File: src/hdl/boot_mode_consts.svh
// Constants of the reset-time boot mode selection logic.
// Assumes a 20 MHz system clock and a 24-bit, 16-bit wide flash read port.
`ifndef BOOT_MODE_CONSTS_SVH
`define BOOT_MODE_CONSTS_SVH

// ====================================================================
// Clock and timing.
`define CLK_FREQ_MHZ      20
`define UART_START_NS     1000
`define CAN_DOMINANT_NS   2000
`define UART_START_CYC    (((`UART_START_NS * `CLK_FREQ_MHZ) + 999) / 1000)
`define CAN_DOMINANT_CYC  (((`CAN_DOMINANT_NS * `CLK_FREQ_MHZ) + 999) / 1000)
`define LOW_CNT_W         8

// ====================================================================
// Boot configuration field in the low configuration port.
`define CFG_HI_BIT        5
`define CFG_LO_BIT        4
`define CFG_USER          2'h3
`define CFG_STD_BOOT      2'h2
`define CFG_SEL_BOOT      2'h1
`define CFG_RESERVED      2'h0

// ====================================================================
// Flash locations and values used by the selective boot check.
`define FLASH_ADDR_W      24
`define FLASH_DATA_W      16
`define SIG_ADDR0         24'h00_1ff0
`define SIG_ADDR1         24'h00_1ff2
`define KEY_ADDR          24'h00_1ff4
`define SIG_REFERENCE     16'h5aa5
`define KEY_STD_BOOT      16'h0001
`define KEY_UART_ONLY     16'h0002
`define KEY_CAN_ONLY      16'h0003

`endif

File: src/hdl/boot_mode_pkg.sv
// Types shared by the boot mode selection modules.
// Assumes boot_mode_consts.svh is on the include path.
`include "boot_mode_consts.svh"

package boot_mode_pkg;

  // ==================================================================
  // Captured boot mode.
  typedef enum logic [1:0] {
    MODE_RESERVED = `CFG_RESERVED,
    MODE_SEL_BOOT = `CFG_SEL_BOOT,
    MODE_STD_BOOT = `CFG_STD_BOOT,
    MODE_USER     = `CFG_USER
  } boot_mode_e;

  // ==================================================================
  // Sequencer and signature checker states.
  typedef enum logic [3:0] {
    ST_WAIT_RST  = 4'h0,
    ST_DECODE    = 4'h1,
    ST_SIG_CHECK = 4'h3,
    ST_SCAN      = 4'h2,
    ST_UART_BOOT = 4'h6,
    ST_CAN_BOOT  = 4'h7,
    ST_SW_RESET  = 4'h4,
    ST_USER_RUN  = 4'h5,
    ST_HALT_LOOP = 4'hc,
    ST_RESERVED  = 4'hd
  } seq_state_e;

  typedef enum logic [2:0] {
    CHK_IDLE = 3'h0,
    CHK_RD0  = 3'h1,
    CHK_RD1  = 3'h3,
    CHK_KEY  = 3'h2,
    CHK_DONE = 3'h6
  } chk_state_e;

endpackage : boot_mode_pkg

File: src/hdl/sig_check_if.sv
// Control carrier between the boot sequencer and the signature checker.
// Assumes both ends share one clock.
`timescale 1ns/1ps
`include "boot_mode_consts.svh"

interface sig_check_if;
  logic                     start;
  logic                     done;
  logic                     pass;
  logic [`FLASH_DATA_W-1:0] key;

  modport ctrl (output start, input done, input pass, input key);
  modport chk  (input start, output done, output pass, output key);
endinterface : sig_check_if

File: src/hdl/line_start_detector.sv
// Detects a receive line held low for a least number of cycles.
// Assumes the line is synchronous to clk and idles high.
`timescale 1ns/1ps
`include "boot_mode_consts.svh"

module line_start_detector #(
  parameter logic [`LOW_CNT_W-1:0] MIN_LOW = 8'h14
) (
  // Clock and reset.
  input  wire logic clk,
  input  wire logic reset,
  // Line and control.
  input  wire logic enable,
  input  wire logic rx_line,
  output logic      detected
);

  logic [`LOW_CNT_W-1:0] low_cnt_ff;

  // ==================================================================
  // Low-time counter; one report per low period.
  always_ff @(posedge clk or posedge reset) begin
    if (reset) begin
      low_cnt_ff <= '0;
    end else if (!enable || rx_line) begin
      low_cnt_ff <= '0;
    end else if (low_cnt_ff != MIN_LOW) begin
      low_cnt_ff <= low_cnt_ff + 8'h01;
    end
  end

  assign detected = enable && !rx_line && (low_cnt_ff == MIN_LOW - 8'h01);
endmodule : line_start_detector

File: src/hdl/signature_checker.sv
// Reads the two signature words and, on mismatch, the user key.
// Assumes a flash port that answers a held request with a valid pulse.
`timescale 1ns/1ps
`include "boot_mode_consts.svh"

module signature_checker (
  // Clock and reset.
  input  wire logic                     clk,
  input  wire logic                     reset,
  // Control from the sequencer.
  sig_check_if.chk                      ctl,
  // Flash read port.
  output logic                          flash_rd_req,
  output logic [`FLASH_ADDR_W-1:0]      flash_rd_addr,
  input  wire logic [`FLASH_DATA_W-1:0] flash_rd_data,
  input  wire logic                     flash_rd_valid
);

  boot_mode_pkg::chk_state_e state_ff;
  logic [`FLASH_DATA_W-1:0]  word0_ff;

  // Signature of the two reserved words.
  function automatic logic [`FLASH_DATA_W-1:0] sig_calc(
    input logic [`FLASH_DATA_W-1:0] a,
    input logic [`FLASH_DATA_W-1:0] b);
    sig_calc = a ^ {b[7:0], b[15:8]};
  endfunction : sig_calc

  // ==================================================================
  // Read sequence.
  always_ff @(posedge clk or posedge reset) begin
    if (reset) begin
      state_ff      <= boot_mode_pkg::CHK_IDLE;
      word0_ff      <= '0;
      flash_rd_addr <= '0;
      ctl.pass      <= 1'b0;
      ctl.key       <= '0;
    end else begin
      unique case (state_ff)
        boot_mode_pkg::CHK_IDLE: begin
          if (ctl.start) begin
            state_ff      <= boot_mode_pkg::CHK_RD0;
            flash_rd_addr <= `SIG_ADDR0;
            ctl.pass      <= 1'b0;
          end
        end
        boot_mode_pkg::CHK_RD0: begin
          if (flash_rd_valid) begin
            word0_ff      <= flash_rd_data;
            state_ff      <= boot_mode_pkg::CHK_RD1;
            flash_rd_addr <= `SIG_ADDR1;
          end
        end
        boot_mode_pkg::CHK_RD1: begin
          if (flash_rd_valid) begin
            if (sig_calc(word0_ff, flash_rd_data) ==
                `SIG_REFERENCE) begin
              ctl.pass <= 1'b1;
              state_ff <= boot_mode_pkg::CHK_DONE;
            end else begin
              state_ff      <= boot_mode_pkg::CHK_KEY;
              flash_rd_addr <= `KEY_ADDR;
            end
          end
        end
        boot_mode_pkg::CHK_KEY: begin
          if (flash_rd_valid) begin
            ctl.key  <= flash_rd_data;
            state_ff <= boot_mode_pkg::CHK_DONE;
          end
        end
        boot_mode_pkg::CHK_DONE: state_ff <= boot_mode_pkg::CHK_IDLE;
        default: state_ff <= boot_mode_pkg::CHK_IDLE;
      endcase
    end
  end

  assign flash_rd_req = (state_ff == boot_mode_pkg::CHK_RD0) ||
                        (state_ff == boot_mode_pkg::CHK_RD1) ||
                        (state_ff == boot_mode_pkg::CHK_KEY);
  assign ctl.done     = (state_ff == boot_mode_pkg::CHK_DONE);
endmodule : signature_checker

File: src/hdl/boot_mode_selector.sv
// Reset-time boot mode selection and bootstrap channel entry.
// Assumes all pins synchronous to clk; the flash port answers reads.
//
// Overview of operation
// - Latch config bits 5..4 at reset release.
// - Code 11: user mode, user flash fetches.
// - Code 10: standard boot, fetches from test flash.
// - Code 01: selective boot; code 00 reserved.
// - Selective boot compares two-word signature with reference.
// - Signature good: software reset, then user code.
// - Signature bad: key picks loader, UART, CAN, loop.
// - Standard boot watches UART and CAN receive lines.
// - UART start condition starts UART boot loader.
// - Valid CAN dominant bit starts CAN boot.
`timescale 1ns/1ps
`include "boot_mode_consts.svh"

module boot_mode_selector (
  // Clock and reset.
  input  wire logic                     clk,
  input  wire logic                     reset,
  // Reset pin and configuration port.
  input  wire logic                     external_reset_input,
  input  wire logic [7:0]               boot_config_port_low,
  // Boot receive lines.
  input  wire logic                     uart0_receive_line,
  input  wire logic                     can1_receive_line,
  // Flash read port.
  output logic                          flash_rd_req,
  output logic [`FLASH_ADDR_W-1:0]      flash_rd_addr,
  input  wire logic [`FLASH_DATA_W-1:0] flash_rd_data,
  input  wire logic                     flash_rd_valid,
  // Mode and boot status.
  output logic [1:0]                    boot_mode,
  output logic                          code_fetch_test_flash,
  output logic                          config_reserved,
  output logic                          sw_reset_pulse,
  output logic                          user_code_run,
  output logic                          uart_boot_active,
  output logic                          can_boot_active,
  output logic                          boot_halted
);

  localparam logic [`LOW_CNT_W-1:0] UART_LOW = `LOW_CNT_W'(`UART_START_CYC);
  localparam logic [`LOW_CNT_W-1:0] CAN_LOW  = `LOW_CNT_W'(`CAN_DOMINANT_CYC);

  boot_mode_pkg::seq_state_e state_ff;
  boot_mode_pkg::seq_state_e nxt_state;
  logic                      rst_pin_ff;
  logic                      rst_rise;
  logic [1:0]                cfg_code_ff;
  logic                      uart_en_ff;
  logic                      can_en_ff;
  logic                      nxt_uart_en;
  logic                      nxt_can_en;
  logic                      uart_det;
  logic                      can_det;
  logic                      chk_start_ff;

  sig_check_if chk_bus ();

  // ==================================================================
  // Reset pin edge and configuration capture.
  always_ff @(posedge clk or posedge reset) begin
    if (reset) begin
      rst_pin_ff <= 1'b0;
    end else begin
      rst_pin_ff <= external_reset_input;
    end
  end

  assign rst_rise = external_reset_input && !rst_pin_ff;

  always_ff @(posedge clk or posedge reset) begin
    if (reset) begin
      cfg_code_ff <= `CFG_USER;
    end else if (rst_rise) begin
      cfg_code_ff <= boot_config_port_low[`CFG_HI_BIT:`CFG_LO_BIT];
    end
  end

  // ==================================================================
  // Channel detectors.
  line_start_detector #(.MIN_LOW(UART_LOW)) u_uart_det (
    .clk      (clk),
    .reset    (reset),
    .enable   (uart_en_ff && (state_ff == boot_mode_pkg::ST_SCAN)),
    .rx_line  (uart0_receive_line),
    .detected (uart_det)
  );

  line_start_detector #(.MIN_LOW(CAN_LOW)) u_can_det (
    .clk      (clk),
    .reset    (reset),
    .enable   (can_en_ff && (state_ff == boot_mode_pkg::ST_SCAN)),
    .rx_line  (can1_receive_line),
    .detected (can_det)
  );

  // ==================================================================
  // Signature checker.
  signature_checker u_sig_chk (
    .clk            (clk),
    .reset          (reset),
    .ctl            (chk_bus.chk),
    .flash_rd_req   (flash_rd_req),
    .flash_rd_addr  (flash_rd_addr),
    .flash_rd_data  (flash_rd_data),
    .flash_rd_valid (flash_rd_valid)
  );

  assign chk_bus.start = chk_start_ff;

  // ==================================================================
  // Boot sequencer.
  always_comb begin
    nxt_state   = state_ff;
    nxt_uart_en = uart_en_ff;
    nxt_can_en  = can_en_ff;
    unique case (state_ff)
      boot_mode_pkg::ST_WAIT_RST: begin
        if (rst_rise) begin
          nxt_state = boot_mode_pkg::ST_DECODE;
        end
      end
      boot_mode_pkg::ST_DECODE: begin
        unique case (cfg_code_ff)
          `CFG_USER:     nxt_state = boot_mode_pkg::ST_USER_RUN;
          `CFG_STD_BOOT: begin
            nxt_state   = boot_mode_pkg::ST_SCAN;
            nxt_uart_en = 1'b1;
            nxt_can_en  = 1'b1;
          end
          `CFG_SEL_BOOT: nxt_state = boot_mode_pkg::ST_SIG_CHECK;
          `CFG_RESERVED: nxt_state = boot_mode_pkg::ST_RESERVED;
        endcase
      end
      boot_mode_pkg::ST_SIG_CHECK: begin
        if (chk_bus.done && chk_bus.pass) begin
          nxt_state = boot_mode_pkg::ST_SW_RESET;
        end else if (chk_bus.done) begin
          nxt_state = boot_mode_pkg::ST_SCAN;
          unique case (chk_bus.key)
            `KEY_STD_BOOT: begin
              nxt_uart_en = 1'b1;
              nxt_can_en  = 1'b1;
            end
            `KEY_UART_ONLY: nxt_uart_en = 1'b1;
            `KEY_CAN_ONLY:  nxt_can_en  = 1'b1;
            default:        nxt_state = boot_mode_pkg::ST_HALT_LOOP;
          endcase
        end
      end
      boot_mode_pkg::ST_SCAN: begin
        if (uart_det) begin
          nxt_state  = boot_mode_pkg::ST_UART_BOOT;
          nxt_can_en = 1'b0;
        end else if (can_det) begin
          nxt_state   = boot_mode_pkg::ST_CAN_BOOT;
          nxt_uart_en = 1'b0;
        end
      end
      boot_mode_pkg::ST_SW_RESET: nxt_state = boot_mode_pkg::ST_USER_RUN;
      boot_mode_pkg::ST_UART_BOOT,
      boot_mode_pkg::ST_CAN_BOOT,
      boot_mode_pkg::ST_USER_RUN,
      boot_mode_pkg::ST_HALT_LOOP,
      boot_mode_pkg::ST_RESERVED: nxt_state = state_ff;
      default: nxt_state = boot_mode_pkg::ST_WAIT_RST;
    endcase
    if (!external_reset_input) begin
      nxt_state   = boot_mode_pkg::ST_WAIT_RST;
      nxt_uart_en = 1'b0;
      nxt_can_en  = 1'b0;
    end
  end

  always_ff @(posedge clk or posedge reset) begin
    if (reset) begin
      state_ff   <= boot_mode_pkg::ST_WAIT_RST;
      uart_en_ff <= 1'b0;
      can_en_ff  <= 1'b0;
    end else begin
      state_ff   <= nxt_state;
      uart_en_ff <= nxt_uart_en;
      can_en_ff  <= nxt_can_en;
    end
  end

  // Start pulse to the checker on entry to the signature check.
  always_ff @(posedge clk or posedge reset) begin
    if (reset) begin
      chk_start_ff <= 1'b0;
    end else begin
      chk_start_ff <= (state_ff == boot_mode_pkg::ST_DECODE) &&
                      (nxt_state == boot_mode_pkg::ST_SIG_CHECK);
    end
  end

  // ==================================================================
  // Registered status outputs.
  always_ff @(posedge clk or posedge reset) begin
    if (reset) begin
      boot_mode <= `CFG_USER;
    end else if (state_ff == boot_mode_pkg::ST_DECODE) begin
      boot_mode <= cfg_code_ff;
    end
  end

  always_ff @(posedge clk or posedge reset) begin
    if (reset) begin
      code_fetch_test_flash <= 1'b0;
      config_reserved       <= 1'b0;
      sw_reset_pulse        <= 1'b0;
      user_code_run         <= 1'b0;
      uart_boot_active      <= 1'b0;
      can_boot_active       <= 1'b0;
      boot_halted           <= 1'b0;
    end else begin
      code_fetch_test_flash <= (nxt_state == boot_mode_pkg::ST_SIG_CHECK) ||
                               (nxt_state == boot_mode_pkg::ST_SW_RESET) ||
                               (nxt_state == boot_mode_pkg::ST_SCAN) ||
                               (nxt_state == boot_mode_pkg::ST_UART_BOOT) ||
                               (nxt_state == boot_mode_pkg::ST_CAN_BOOT) ||
                               (nxt_state == boot_mode_pkg::ST_HALT_LOOP);
      config_reserved       <= nxt_state == boot_mode_pkg::ST_RESERVED;
      sw_reset_pulse        <= nxt_state == boot_mode_pkg::ST_SW_RESET;
      user_code_run         <= nxt_state == boot_mode_pkg::ST_USER_RUN;
      uart_boot_active      <= nxt_state == boot_mode_pkg::ST_UART_BOOT;
      can_boot_active       <= nxt_state == boot_mode_pkg::ST_CAN_BOOT;
      boot_halted           <= nxt_state == boot_mode_pkg::ST_HALT_LOOP;
    end
  end
endmodule : boot_mode_selector

File: config.mk
export PLATFORM = sky130hd
export DESIGN_NAME = boot_mode_selector
export DESIGN_NICKNAME = d
export VERILOG_FILES = /design/src/hdl/boot_mode_pkg.sv /design/src/hdl/sig_check_if.sv /design/src/hdl/line_start_detector.sv /design/src/hdl/signature_checker.sv /design/src/hdl/boot_mode_selector.sv
export VERILOG_INCLUDE_DIRS = /design/src /design/src/hdl
export SDC_FILE = /design/constraint.sdc
export NUM_CORES = 1
export LEC_CHECK = 0
export BUFFER_PORTS_ARGS = -buffer_cell sky130_fd_sc_hd__buf_2
export CAP_MARGIN = 20
export CORE_MARGIN = 10
export CORE_UTILIZATION = 40
export CTS_CLUSTER_SIZE = 8
export DETAILED_ROUTE_END_ITERATION = 6
export HOLD_SLACK_MARGIN = 0.1
export PLACE_DENSITY = 0.6
export SYNTH_ARGS = -nofsm -noshare
export SYNTH_HDL_FRONTEND = slang
export SYNTH_SLANG_ARGS = --single-unit
File: constraint.sdc
create_clock -name clk -period 5.1 [get_ports clk]
set_input_delay 0.51 -clock clk [delete_from_list [all_inputs] [get_ports clk]]
set_output_delay 0.51 -clock clk [all_outputs]
set_load 0.01 [all_outputs]
Word-level counts from Yosys, hierarchy flattened

Cells that the tools add are included.

Register bits after elaboration: 95
Bits of input ports: 30
Output and inout port bits: 34
Logic and storage cells: 154

Add/sub/neg operators: 2
Equality and inequality tests: 47
Muxes and demuxes: 42
Bitwise operators: 1
Reductions and logical operators: 41

Operators by type and width:

| kind                 | count |
|---|---|
| $mux 24              | 4 |
| $pmux 24 s3          | 1 |
| $eq 16x2->1 const B  | 2 |
| $eq 4x3->1 const B   | 8 |
| $mux 8               | 4 |
| $mux 4               | 7 |
| $pmux 4 s6           | 1 |
| $ne 3x3->1 const B   | 6 |
| $add 8x1->8 const B  | 2 |
| $eq 16x1->1 const B  | 1 |
| $eq 16x15->1 const B | 1 |
| $eq 4x2->1 const B   | 4 |
| $eq 4x4->1 const B   | 4 |
| $pmux 4 s4           | 1 |
| $xor 16x16->16       | 1 |
| $mux 1               | 15 |
| $mux 3               | 5 |
| $pmux 3 s4           | 1 |
| $ne 2x2->1 const B   | 5 |
| $logic_and 1x1->1    | 9 |
| $logic_or 1x1->1     | 9 |
| $eq 8x5->1 const B   | 1 |
| $eq 8x6->1 const B   | 1 |
| $ne 8x5->1 const B   | 1 |
| 26 further kinds     | 39 |

Depth between registers and ports, before layout

Gate-level depths: netlist of run 1.

Depth in word-level cells: 14
Gate-level depth with buffers: 7
Mapped depth without buffers: 7

Cells and area by module

Synthesis of run 1 repeated with hierarchy kept, for this count alone.

Cells, all modules: 360
Area total of the unflattened synthesis: 3976.3 um^2

Modules (own cells, without submodules):

| module                            | instances | cells each | area an instance (um^2) | seq. area each (um^2) |
|---|---|---|---|---|
| signature_checker                 | 1         | 148        | 1904.3                  | 975.9 |
| boot_mode_selector                | 1         | 112        | 1141.1                  | 480.5 |
| line_start_detector at u_can_det  | 1         | 50         | 479.2                   | 200.2 |
| line_start_detector at u_uart_det | 1         | 50         | 451.7                   | 200.2 |

Worst setup path after synthesis of run 1

OpenSTA, ideal clock, no wires.

Kind: register to register
From: register cfg_code_ff[0]
To: register code_fetch_test_flash
Library setup time: 0.101 ns
Arrival: 1.955 ns
Required time: 4.999 ns
Path slack: 3.044 ns
Cell stages (with the launch flop): 8
Buffers on the path: 0
Clock period less this slack: 2.056 ns
Cell sequence: dfstp_2 inv_1 ha_1 or3b_2 a21oi_1 a221o_2 o311ai_4 o32ai_1

Word-level cells in the longest chain between the ends: 10
Elaborated cells between the ends (all ways): 18
Those cells by class: 9 x eq/ne; 3 x mux; 6 x reduce/logical

Ends and longest elaborated chain:

| item                                            | RTL line                                             | source |
|---|---|---|
| start, declared                                 | boot_mode_selector.sv:51                             | `logic [1:0] cfg_code_ff;` |
| start signal, assigned                          | boot_mode_selector.sv:76                             | `` cfg_code_ff <= `CFG_USER; `` |
| start signal, assigned                          | boot_mode_selector.sv:78                             | `` cfg_code_ff <= boot_config_port_low[`CFG_HI_BIT:`CFG_LO_BIT]; `` |
| $eq 2x1->1, or another cell as far along        | boot_mode_selector.sv:127                            | `unique case (cfg_code_ff)` |
| $pmux 4 s4 *                                    | boot_mode_selector.sv:127                            |  |
| $pmux 4 s6 *                                    | boot_mode_selector.sv:120                            | `unique case (state_ff)` |
| $mux 4 *                                        | boot_mode_selector.sv:171                            | `if (!external_reset_input) begin` |
| $eq 4x2->1 / $eq 4x3->1 (equally long branches) | boot_mode_selector.sv:220, boot_mode_selector.sv:221 |  |
| $logic_or 1x1->1                                | boot_mode_selector.sv:220                            | `code_fetch_test_flash <= (nxt_state == boot_mode_pkg::ST_SIG_CHECK) \|\|` |
| $logic_or 1x1->1                                | boot_mode_selector.sv:221                            | `(nxt_state == boot_mode_pkg::ST_SW_RESET) \|\|` |
| $logic_or 1x1->1                                | boot_mode_selector.sv:222                            | `(nxt_state == boot_mode_pkg::ST_SCAN) \|\|` |
| $logic_or 1x1->1                                | boot_mode_selector.sv:223                            | `(nxt_state == boot_mode_pkg::ST_UART_BOOT) \|\|` |
| $logic_or 1x1->1 *                              | boot_mode_selector.sv:224                            | `(nxt_state == boot_mode_pkg::ST_CAN_BOOT) \|\|` |
| end signal, assigned                            | boot_mode_selector.sv:220                            |  |
| end, declared                                   | boot_mode_selector.sv:35                             | `output logic code_fetch_test_flash,` |

Mark *: on every way between the ends. The rest lies on a longest branch, timed or not.
A chain may end at the register's enable or synchronous reset.

Worst setup path after layout of run 1

From: register cfg_code_ff[0]
To: register boot_halted

Word-level cells in the longest chain between the ends: 5
Elaborated cells between the ends (all ways): 8
Those cells by class: 4 x eq/ne; 3 x mux; 1 x reduce/logical

Ends and longest elaborated chain:

| item                                     | RTL line                  | source |
|---|---|---|
| $eq 2x1->1, or another cell as far along | boot_mode_selector.sv:127 |  |
| $pmux 4 s4 *                             | boot_mode_selector.sv:127 |  |
| $pmux 4 s6 *                             | boot_mode_selector.sv:120 |  |
| $mux 4 *                                 | boot_mode_selector.sv:171 |  |
| $eq 4x4->1 *                             | boot_mode_selector.sv:231 | `boot_halted <= nxt_state == boot_mode_pkg::ST_HALT_LOOP;` |
| end signal, assigned                     | boot_mode_selector.sv:231 |  |
| end, declared                            | boot_mode_selector.sv:41  | `output logic boot_halted` |

Marks and branches as above.

==> out/metrics.csv, run 1 <==
stage,metric,value,unit
synthesis,"Seq/Total Area, Yosys",0.493,
global_routing,vias in the first global route,2463,
worst_setup_path,Crit Path Max Fanout,8,
route,DR pass1 iterations,4,
power,sequential power share,0.486,
final_layout,share of cells above drive strength 1,0.299,
route,initial DRC count,115,
floorplanning,die area,13700,um2
timing,RSZ-0062 raised after global routing,no,
floorplanning,Rows,35,
power,Pint,0.00125,W
timing,Worst slew margin,0.298,
final_layout,NumNets Final,412,
place,pre-CTS setup slack,2.87,ns
worst_setup_path,crit end category,register,
power,switch share,0.339,
synthesis,Ys Warns,0,
synthesis,Synth cell types,54,
floorplanning,I/O pins,64,
power,Clk pwr share,0.219,
clock_network,CTS sink cnt,74,
clock_network,post-cts sizing count,0,
final_layout,final core utilization,0.453,
synthesis,Post-synth ARST share,1.00,
route,# DRC,0,
route,DR vias,2489,
timing,worst-margin pin slew,1.05,ns
clock_network,Root Driver,clkbuf_8,
worst_setup_path,beginning of the critical path,cfg_code_ff[0],
timing,Final Max Tran Viols,0,
final_layout,fillcell total,891,
synthesis,cell count after synthesis,338,
clock_network,worst skew pair latency,0.35,ns
floorplanning,height of the die,117,um
power,Gate power share,0.295,
timing,final setup vio count,0,
clock_network,clk slew on worst S/H paths,0.09,ns
worst_setup_path,WP data arrival,2.49,ns
place,GPL Wtd Cong,0.786,
route,DR vias/cell,5.06,
power,NetSw,0.000644,W
timing,Post-Route Setup TNS,0,ns
global_routing,remaining global-route overflow,0,
route,Final ANT Viol Nets,0,
power,LEAKAGE,1.84,nW
route,Post-Route WL,7180,um
worst_hold_path,Hold WC Path Type,in -> async,
timing,Fmax,444,MHz
clock_network,Max clock buf depth,2,
global_routing,initial antenna violation count,0,
worst_setup_path,Reg2Reg Depth,7,
synthesis,Netlist Area Pre-Place,3770,um2
power,VDD IR max,156,uV
floorplanning,Starting Density,0.410,
clock_network,total clock buffers created by CTS,9,
final_layout,area grow syn2layout,10.6,%
job,Max-cap violations,0,
global_routing,largest net degree at the start of global routing,59,
place,number of port buffers,44,
floorplanning,Die Wd,117,um
worst_setup_path,CP endpoint,boot_halted,
timing,clk_skew,0.0141,ns
worst_setup_path,Reg-to-Reg End,boot_halted,
timing,count of final hold-check violations,0,
synthesis,synthesized area per cell,11.1,um2
worst_setup_path,flop-to-flop setup slack,2.85,ns
clock_network,cts hold-fix bufs,0,
synthesis,"EDFF count, synth",0,
clock_network,CTS H-tree lvls,3,
clock_network,Post-CTS Setup Bufs,0,
timing,fin crit period,2.25,ns
timing,ratio of final minimum period to clock period,0.442,
route,post-DR wirelength/cell,14.6,um
floorplanning,core region area,9200,um2
worst_setup_path,reg-to-reg critical path startpoint,cfg_code_ff[0],
global_routing,Total Routing Usage GR,0.111,
global_routing,first-pass GRT wire length,12000,um
final_layout,n_diodes,0,
worst_setup_path,Startpoint Class,register,
synthesis,"FF+latch count, synth",74,
status,status,finished clean,
timing,Final WS setup,2.85,ns
synthesis,ys flop type,dfrtp_1,
power,total power per unit cell area,455,nW/um2
clock_network,CTS tree,built,
worst_setup_path,critical path class,reg -> reg,
place,Final HPWL DP,5280,um
worst_setup_path,"Req. time, crit path",5.33,ns
## worst max-delay path, stage by stage (launching register included)
cell	delay, ns
dfstp_2	0.53
inv_1	0.06
ha_1	0.30
or3b_2	0.43
a21oi_1	0.15
a221o_2	0.15
o311ai_4	0.15
nor4_1	0.36
## flip-flops by register name, indices dropped and copies added, names as in the netlist
name	cells
boot_halted	1
boot_mode	2
can_boot_active	1
can_en_ff	1
cfg_code_ff	2
chk_bus.start	1
code_fetch_test_flash	1
config_reserved	1
rst_pin_ff	1
state_ff	4
sw_reset_pulse	1
u_can_det.low_cnt_ff	8
u_sig_chk.ctl.key	16
u_sig_chk.ctl.pass	1
u_sig_chk.flash_rd_addr	3
u_sig_chk.state_ff	3
u_sig_chk.word0_ff	16
u_uart_det.low_cnt_ff	8
uart_boot_active	1
uart_en_ff	1
user_code_run	1
## placed cells by master (no fill, tap or decap), drive strengths merged, types with 8 or more instances in the layout
cell type / instances
mux2: 34
xor2: 14
buf: 46
nor2: 27
clkbuf: 9
xnor2: 15
nand2: 12
inv: 19
nor3: 11
nand3: 12
conb: 13
dfrtp: 70
o21ai: 8
nor4: 12
## synth_stat cells (2+ instances only)
cell type,number,area [um2]
nor2_1,27,101
nand2b_1,5,31.3
buf_2,4,20.0
mux2_2,34,383
dfstp_2,4,105
and3_1,4,25.0
and4_1,2,17.5
mux2i_1,3,30.0
a31oi_1,2,12.5
o21ai_0,8,40.0
nand2_1,12,45.0
nand3_1,11,55.1
a21oi_1,6,30.0
nor3_1,8,40.0
xor2_1,14,123
ha_1,6,75.1
nor4bb_1,2,20.0
inv_1,18,67.6
o21bai_1,2,15.0
clkbuf_1,4,15.0
nand4_1,5,31.3
a21o_1,3,22.5
dfrtp_1,70,1750
nor3_2,3,30.0
xnor2_1,15,131
nor2b_1,6,37.5
a21boi_0,2,15.0
buf_4,22,165
nor4_1,11,68.8
## metrics by stage
stage / instance area [um2] / hold slack, ns / cells / total power [W]
after floorplan: 3810 / 0.481 / 350 / 0.00137
after global placement: 3990 / 0.462 / 476 / 0.00148
after detailed placement: 3990 / 0.480 / 476 / 0.00150
after CTS: 4170 / 0.122 / 492 / 0.00192
after global routing: 4170 / 0.146 / 492 / 0.00204
final: 4170 / 0.117 / 492 / 0.00190
## how the worst min path moves through the flow
stage	from	to	slack, ns
after floorplan	u_sig_chk.ctl.key[15]	u_sig_chk.ctl.key[15]	0.48
after global placement	u_sig_chk.flash_rd_addr[1]	u_sig_chk.flash_rd_addr[1]	0.46
after detailed placement	u_sig_chk.flash_rd_addr[1]	u_sig_chk.flash_rd_addr[1]	0.48
after CTS	reset	u_sig_chk.word0_ff[5]	0.12
after global routing	reset	u_sig_chk.ctl.key[3]	0.15
final	reset	u_sig_chk.ctl.key[15]	0.12
## power by group through the flow
stage | combinational (W) | sequential, W | clock [W]
finish | 0.000560 | 0.000922 | 0.000415
global route | 0.000634 | 0.000952 | 0.000450
CTS | 0.000568 | 0.000923 | 0.000427
detailed placement | 0.000566 | 0.000934 | 0
global placement | 0.000553 | 0.000927 | 0
floorplan | 0.000493 | 0.000874 | 0
## kinds of logic (layout without fill, tap and decap cells)
| group | after synthesis | after routing | synth area share |
|---|---|---|---|
| xor gates and xnor gates | 29 | 29 | 0.0674 |
| and+or+nand+nor | 107 | 107 | 0.164 |
| other | 1 | 13 | 0.000996 |
| DFF | 74 | 74 | 0.493 |
| AOI/OAI and AO/OA | 35 | 35 | 0.0711 |
| muxes | 37 | 37 | 0.110 |
| buffers and inverters | 49 | 80 | 0.0741 |
| adders and majority gates | 6 | 6 | 0.0199 |
## final cells by class
type                    count  area [um2]  area share
inverters                  18        67.6      0.0162
flip-flops and latches     74        1860       0.446
repair buffers             46         235      0.0565
clock buffers               9         124      0.0297
well taps                 111         139      0.0333
clock inverters             7        53.8      0.0129
multi-input cells         227        1690       0.406
## per-layer routing
layer | routed length, um | GRT usage | vias up
li1 | - | - | 1222
met1 | 3260 | 0.143 | 1191
met2 | 3270 | 0.172 | 66
met3 | 493 | 0.0229 | 10
met4 | 168 | 0.0568 | 0
met5 | 0 | 0 | -
No activity file was read; power rests on OpenSTA's default activity.
==> run 2: changes to the inputs <==
==> constraint.sdc (replaced) <==
create_clock -name clk -period 2.2 [get_ports clk]
set_input_delay 0.22 -clock clk [delete_from_list [all_inputs] [get_ports clk]]
set_output_delay 0.22 -clock clk [all_outputs]
set_load 0.01 [all_outputs]
==> run 2 against run 1 <==
Critical path type unchanged. Sequential power up 130%. Clock power increased to 2.9 times the previous value. Largest power group unchanged. Total power rose to 2.5 times the previous value. Non-clock buffer count is 10 higher. Die area is the same. Flip-flop and latch count did not move. Clock skew is 0.00058 ns higher. Global-route usage rose by 0.12 points. Register-to-register slack got worse by 2.7 ns. Wire length grew 1.9%. Combinational power rose to 2.6 times the previous value.
==> out/metrics.csv, run 2 (same netlist as run 1, synthesis figures left out) <==
stage,metric,value,unit,change
worst_setup_path,Reg2Reg Depth,8,,+1
final_layout,Non-Filler Instances,502,,+2.0%
job,Max-cap violations,0,,unchanged
global_routing,initial antenna violation count,0,,unchanged
timing,count of final hold-check violations,0,,unchanged
timing,Final Max Tran Viols,0,,unchanged
worst_setup_path,CP cell instances,"inv_2, ha_4, or3b_4, a21oi_2, a221o_2, o311ai_4, buf_12, o32ai_2",,
worst_setup_path,critical path's slowest cell,dfstp_2,,
timing,fin crit period,2.04,ns,-0.215 ns
timing,Post-Route Setup TNS,0,ns,unchanged
clock_network,total clock buffers created by CTS,9,,unchanged
final_layout,fillcell total,865,,-2.9%
floorplanning,die area,13700,um2,unchanged
timing,final setup vio count,0,,unchanged
final_layout,n_diodes,0,,unchanged
route,initial DRC count,126,,+9.6%
worst_setup_path,critical path depth,8,,+1
clock_network,CTS H-tree lvls,3,,unchanged
global_routing,vias in the first global route,2605,,+5.8%
worst_setup_path,CP Buf/Inv Count,2,,+1
final_layout,NumNets Final,422,,+2.4%
worst_setup_path,crit end category,register,,
route,Final ANT Viol Nets,0,,unchanged
floorplanning,Rows,35,,unchanged
global_routing,remaining global-route overflow,0,,unchanged
worst_setup_path,Crit Path Max Fanout,8,,unchanged
route,Post-Route WL,7320,um,+1.9%
power,VDD IR max,379,uV,+140%
worst_setup_path,Startpoint Class,register,,
place,Post-Place Cell Area,4040,um2,+1.3%
timing,Fmax,490,MHz,+11%
worst_setup_path,CP max stage delay,0.55,ns,+0.02 ns
place,placed cell count,481,,+1.1%
clock_network,worst skew pair latency,0.35,ns,about the same
global_routing,first-pass GRT wire length,12200,um,+1.3%
floorplanning,height of the die,117,um,unchanged
timing,ratio of final minimum period to clock period,0.927,,+0.485
status,status,finished clean,,
final_layout,final core utilization,0.478,,+0.0245
place,GPL Wtd Cong,0.798,,+1.5%
route,# DRC,0,,unchanged
worst_hold_path,hold path cells,2,,
timing,Worst slew margin,0.644,,+0.346
clock_network,CTS sink cnt,74,,unchanged
final_layout,Post-Layout Inst Area,4390,um2,+5.4%
clock_network,clk slew on worst S/H paths,0.08,ns,about the same
route,DR pass1 iterations,4,,unchanged
place,Final HPWL DP,5380,um,+1.9%
final_layout,most frequent cells in the layout,"dfrtp_1 (68), buf_2 (44), mux2_2 (34), nor2_1 (27)",,
place,number of port buffers,44,,unchanged
worst_setup_path,critical path class,reg -> reg,,
global_routing,largest net degree at the start of global routing,36,,-39%
floorplanning,core region area,9200,um2,unchanged
final_layout,share of cells above drive strength 1,0.343,,+0.0435
final_layout,biggest regs,"u_sig_chk.ctl.key: 16 flops, u_sig_chk.word0_ff: 16 flops",,
final_layout,"commonest non-fill, non-tap cell in the layout",dfrtp_1,,
worst_hold_path,Hold WC Path Type,in -> reg,,
clock_network,CTS tree,built,,
floorplanning,Starting Density,0.410,,unchanged
route,DR vias/cell,5.06,,about the same
route,post-DR wirelength/cell,14.6,um,about the same
worst_setup_path,Worst path top cell family by delay,compound AO/OA/AOI/OAI gates,,
power,total power per unit cell area,1090,nW/um2,+140%
floorplanning,I/O pins,64,,unchanged
final_layout,area grow syn2layout,16.6,%,
power,LEAKAGE,1.93,nW,+4.7%
timing,clk_skew,0.0147,ns,+0.000585 ns
clock_network,Max clock buf depth,2,,unchanged
global_routing,Total Routing Usage GR,0.112,,+0.00124
floorplanning,Die Wd,117,um,unchanged
timing,worst-margin pin slew,0.530,ns,-0.521 ns
power,Tot Pwr,0.00478,W,+150%
worst_setup_path,WP data arrival,2.29,ns,-0.20 ns
route,DR vias,2542,,+2.1%
worst_setup_path,"Req. time, crit path",2.45,ns,-2.88 ns
clock_network,Root Driver,clkbuf_8,,
==> run 2: report_power, final <==
| group | total [W] | internal (W) | switching, W | leakage (nW) |
|---|---|---|---|---|
| logic | 0.00145 | 0.000795 | 0.000656 | 0.869 |
| registers | 0.00214 | 0.00179 | 0.000353 | 0.948 |
| clock network | 0.00119 | 0.000671 | 0.000516 | 0.109 |
| total | 0.00478 | 0.00326 | 0.00152 | 1.93 |
==> run 2: layout make-up <==
type | instances | area [um2] | share of cell area
multi-input combinational | 227 | 1750 | 0.399
inverter | 18 | 67.6 | 0.0154
sequential | 74 | 1860 | 0.423
clock buffer | 10 | 138 | 0.0313
clock inverter | 6 | 88.8 | 0.0202
timing repair buffer | 56 | 345 | 0.0786
tap | 111 | 139 | 0.0316
==> run 2: path summary, 6_finish.rpt <==
kind	startpoint	endpoint	slack (ns)
worst max-delay path	cfg_code_ff[1]	code_fetch_test_flash	0.16
worst min-delay path	flash_rd_data[14]	u_sig_chk.word0_ff[14]	0.15
worst max register to register	cfg_code_ff[1]	code_fetch_test_flash	0.16
worst min register to register	u_sig_chk.flash_rd_addr[1]	u_sig_chk.flash_rd_addr[1]	0.48
max in group asynchronous	reset	u_sig_chk.state_ff[0]	1.13
min in group asynchronous	reset	u_sig_chk.ctl.key[2]	0.42
==> run 2: routing by layer <==
metal	routed length (um)	vias to the layer above	share of wire	global-route usage
met3	488	9	0.067	0.0301
met5	0	-	0	0
met4	96	0	0.013	0.0412
li1	-	1241	-	-
met1	3390	1234	0.46	0.141
met2	3350	58	0.46	0.180
==> run 2: metrics by stage <==
step / hold slack [ns] / worst slack, ns
after floorplan: 0.251 / 0.105
after global placement: 0.259 / 0.0420
after detailed placement: 0.261 / -0.0251
after CTS: 0.131 / -0.0147
after global routing: 0.140 / -0.0121
final: 0.148 / 0.160
==> run 2: timing repair <==
action                                 CTS  global route
setup endpoints to repair                5             7
setup buffers                            0             1
pin swaps                                1             7
endpoints found under the hold margin   22             0
gates resized for setup                  1            14
hold buffers                             4             0
==> run 2: worst reg2reg max path, delay by kind of cell (launching register included) <==
| family | cells | cell delay [ns] |
|---|---|---|
| buffers and inverters | 2 | 0.22 |
| AOI/OAI and AO/OA | 4 | 0.57 |
| DFF | 1 | 0.55 |
| adders and majority gates | 1 | 0.23 |
| and+or+nand+nor | 1 | 0.37 |
==> run 3: changes to the inputs <==
--- a/config.mk
+++ b/config.mk
@@ -14,6 +14,7 @@
 export DETAILED_ROUTE_END_ITERATION = 6
 export HOLD_SLACK_MARGIN = 0.1
 export PLACE_DENSITY = 0.6
+export REMOVE_ABC_BUFFERS = 1
 export SYNTH_ARGS = -nofsm -noshare
 export SYNTH_HDL_FRONTEND = slang
 export SYNTH_SLANG_ARGS = --single-unit
==> run 3 against run 2 <==
Hold slack got worse by 0.0085 ns. Global-route usage decreased by 0.34 points. Wire length down 0.72%. Utilization down 1.0 points. Total power is 3.9% lower. Setup slack lost 0.077 ns. Critical path type unchanged. Largest power group unchanged. Highest routed layer unchanged.
==> out/metrics.csv, run 3 (same netlist as run 1, synthesis figures left out) <==
stage,metric,value,unit,change
status,status,finished clean,,
clock_network,clk slew on worst S/H paths,0.08,ns,about the same
place,number of port buffers,44,,unchanged
clock_network,Post-CTS Setup Bufs,0,,unchanged
final_layout,share of cells above drive strength 1,0.314,,-0.0291
floorplanning,I/O pins,64,,unchanged
worst_setup_path,critical path's slowest cell,dfstp_2,,
route,DR vias,2559,,+0.67%
final_layout,"commonest non-fill, non-tap cell in the layout",dfrtp_1,,
place,Final HPWL DP,5190,um,-3.7%
place,pre-CTS setup slack,-0.00518,ns,+0.0199 ns
global_routing,first-pass GRT wire length,12000,um,-1.8%
timing,Final Max Tran Viols,0,,unchanged
power,total power per unit cell area,1070,nW/um2,-1.8%
worst_setup_path,CP Buf/Inv Count,1,,-1
route,# DRC,0,,unchanged
place,GPL Wtd Cong,0.764,,-4.2%
clock_network,CTS H-tree lvls,3,,unchanged
clock_network,total clock buffers created by CTS,9,,unchanged
final_layout,most frequent cells in the layout,"dfrtp_1 (70), buf_2 (44), mux2_2 (34), nor2_1 (27), inv_1 (17)",,
final_layout,n_diodes,0,,unchanged
worst_setup_path,flop-to-flop setup slack,0.08,ns,-0.08 ns
worst_setup_path,"Req. time, crit path",2.45,ns,about the same
floorplanning,height of the die,117,um,unchanged
clock_network,Root Driver,clkbuf_8,,
clock_network,CTS tree,built,,
power,VDD IR max,318,uV,-16%
worst_setup_path,CP max stage delay,0.53,ns,-0.02 ns
route,WL met2,3450,um,+2.8%
timing,final setup vio count,0,,unchanged
worst_setup_path,Crit Path Max Fanout,8,,unchanged
power,Tot Pwr,0.00459,W,-3.9%
global_routing,largest net degree at the start of global routing,75,,+110%
clock_network,Max clock buf depth,2,,unchanged
floorplanning,core region area,9200,um2,unchanged
route,DR vias/cell,5.12,,+1.1%
route,Post-Route WL,7270,um,-0.72%
timing,Fmax,472,MHz,-3.6%
route,initial DRC count,101,,-20%
clock_network,CTS sink cnt,74,,unchanged
final_layout,area grow syn2layout,14.2,%,
worst_setup_path,crit end category,register,,
final_layout,biggest regs,"u_sig_chk.ctl.key: 16 flops, u_sig_chk.word0_ff: 16 flops",,
floorplanning,Die Wd,117,um,unchanged
route,met3 wire len,395,um,-19%
timing,count of final hold-check violations,0,,unchanged
timing,clk_skew,0.0123,ns,-0.00242 ns
route,met1 WL,3340,um,-1.4%
floorplanning,die area,13700,um2,unchanged
global_routing,initial antenna violation count,0,,unchanged
timing,RSZ-0062 raised after global routing,yes,,
job,Max-cap violations,0,,unchanged
global_routing,remaining global-route overflow,0,,unchanged
power,LEAKAGE,1.90,nW,-1.3%
floorplanning,Starting Density,0.410,,unchanged
final_layout,final core utilization,0.467,,-0.0101
worst_setup_path,Startpoint Class,register,,
route,Top Layer Used,met4,,
worst_setup_path,critical path class,reg -> reg,,
floorplanning,Rows,35,,unchanged
timing,fin crit period,2.12,ns,+0.0770 ns
global_routing,Total Routing Usage GR,0.109,,-0.00345
worst_setup_path,Worst path top cell family by delay,compound AO/OA/AOI/OAI gates,,
timing,ratio of final minimum period to clock period,0.962,,+0.0350
worst_hold_path,Hold WC Path Type,in -> reg,,
worst_setup_path,CP cell instances,"inv_1, ha_1, or3b_2, a21oi_2, a221o_2, o311ai_4, o32ai_2",,
worst_setup_path,WP data arrival,2.37,ns,+0.08 ns
timing,Final WS setup,0.0832,ns,-0.0770 ns
route,Final ANT Viol Nets,0,,unchanged
route,DR pass1 iterations,4,,unchanged
route,post-DR wirelength/cell,14.5,um,-0.33%
timing,Final Hold Slack,0.140,ns,-0.00850 ns
clock_network,worst skew pair latency,0.35,ns,about the same
global_routing,vias in the first global route,2497,,-4.1%
final_layout,NumNets Final,420,,-0.47%
==> run 3: cell count changes in the layout (fill, tap and decap cells not counted), moves of 2 or more <==
cell / delta
nor4_1: +4
nor4_2: -4
dfrtp_1: +2
dfrtp_2: -2
inv_1: +2
inv_2: -2
inv_6: +2
==> run 3: per-stage QoR <==
step,TNS (ns),instance area [um2],instances
after floorplan,-9.23,3600,319
after global placement,0,4030,480
after detailed placement,-0.00939,4030,480
after CTS,0,4280,500
after global routing,-0.120,4300,500
final,0,4300,500
==> run 3: cell type report <==
class | count | area, um2
Multi-Input combinational cell | 227 | 1710
Inverter | 18 | 67.6
Sequential cell | 74 | 1860
Clock inverter | 6 | 71.3
Tap cell | 111 | 139
Clock buffer | 10 | 138
Fill cell | 885 | 4900
Timing Repair Buffer | 54 | 318
==> run 3: worst paths after layout <==
| check | depth (start not counted) | start | endpoint |
|---|---|---|---|
| worst max-delay path | 7 | cfg_code_ff[0] | code_fetch_test_flash |
| worst min-delay path | 2 | flash_rd_data[13] | u_sig_chk.word0_ff[13] |
| worst max register to register | 7 | cfg_code_ff[0] | code_fetch_test_flash |
| worst min register to register | 1 | u_sig_chk.flash_rd_addr[1] | u_sig_chk.flash_rd_addr[1] |
| max in group asynchronous | 4 | reset | boot_mode[0] |
| min in group asynchronous | 4 | reset | u_can_det.low_cnt_ff[2] |
==> run 3: what timing repair did <==
| action | in CTS | in global routing |
|---|---|---|
| gates cloned | 0 | 0 |
| setup endpoints to repair | 3 | 7 |
| hold endpoints to repair | 73 | 0 |
| gates resized for setup | 0 | 4 |
| hold buffers | 4 | 0 |
| pin swaps | 3 | 3 |
==> run 3: power by group <==
part / internal (W) / switching [W]
clock: 0.000567 / 0.000540
combinational: 0.000734 / 0.000617
sequential: 0.00179 / 0.000352
==> run 3: routing by layer <==
layer / GRT usage / vias to the layer above
met5: 0 / -
met4: 0.0470 / 0
met3: 0.0219 / 7
met2: 0.172 / 54
met1: 0.141 / 1257
li1: - / 1241
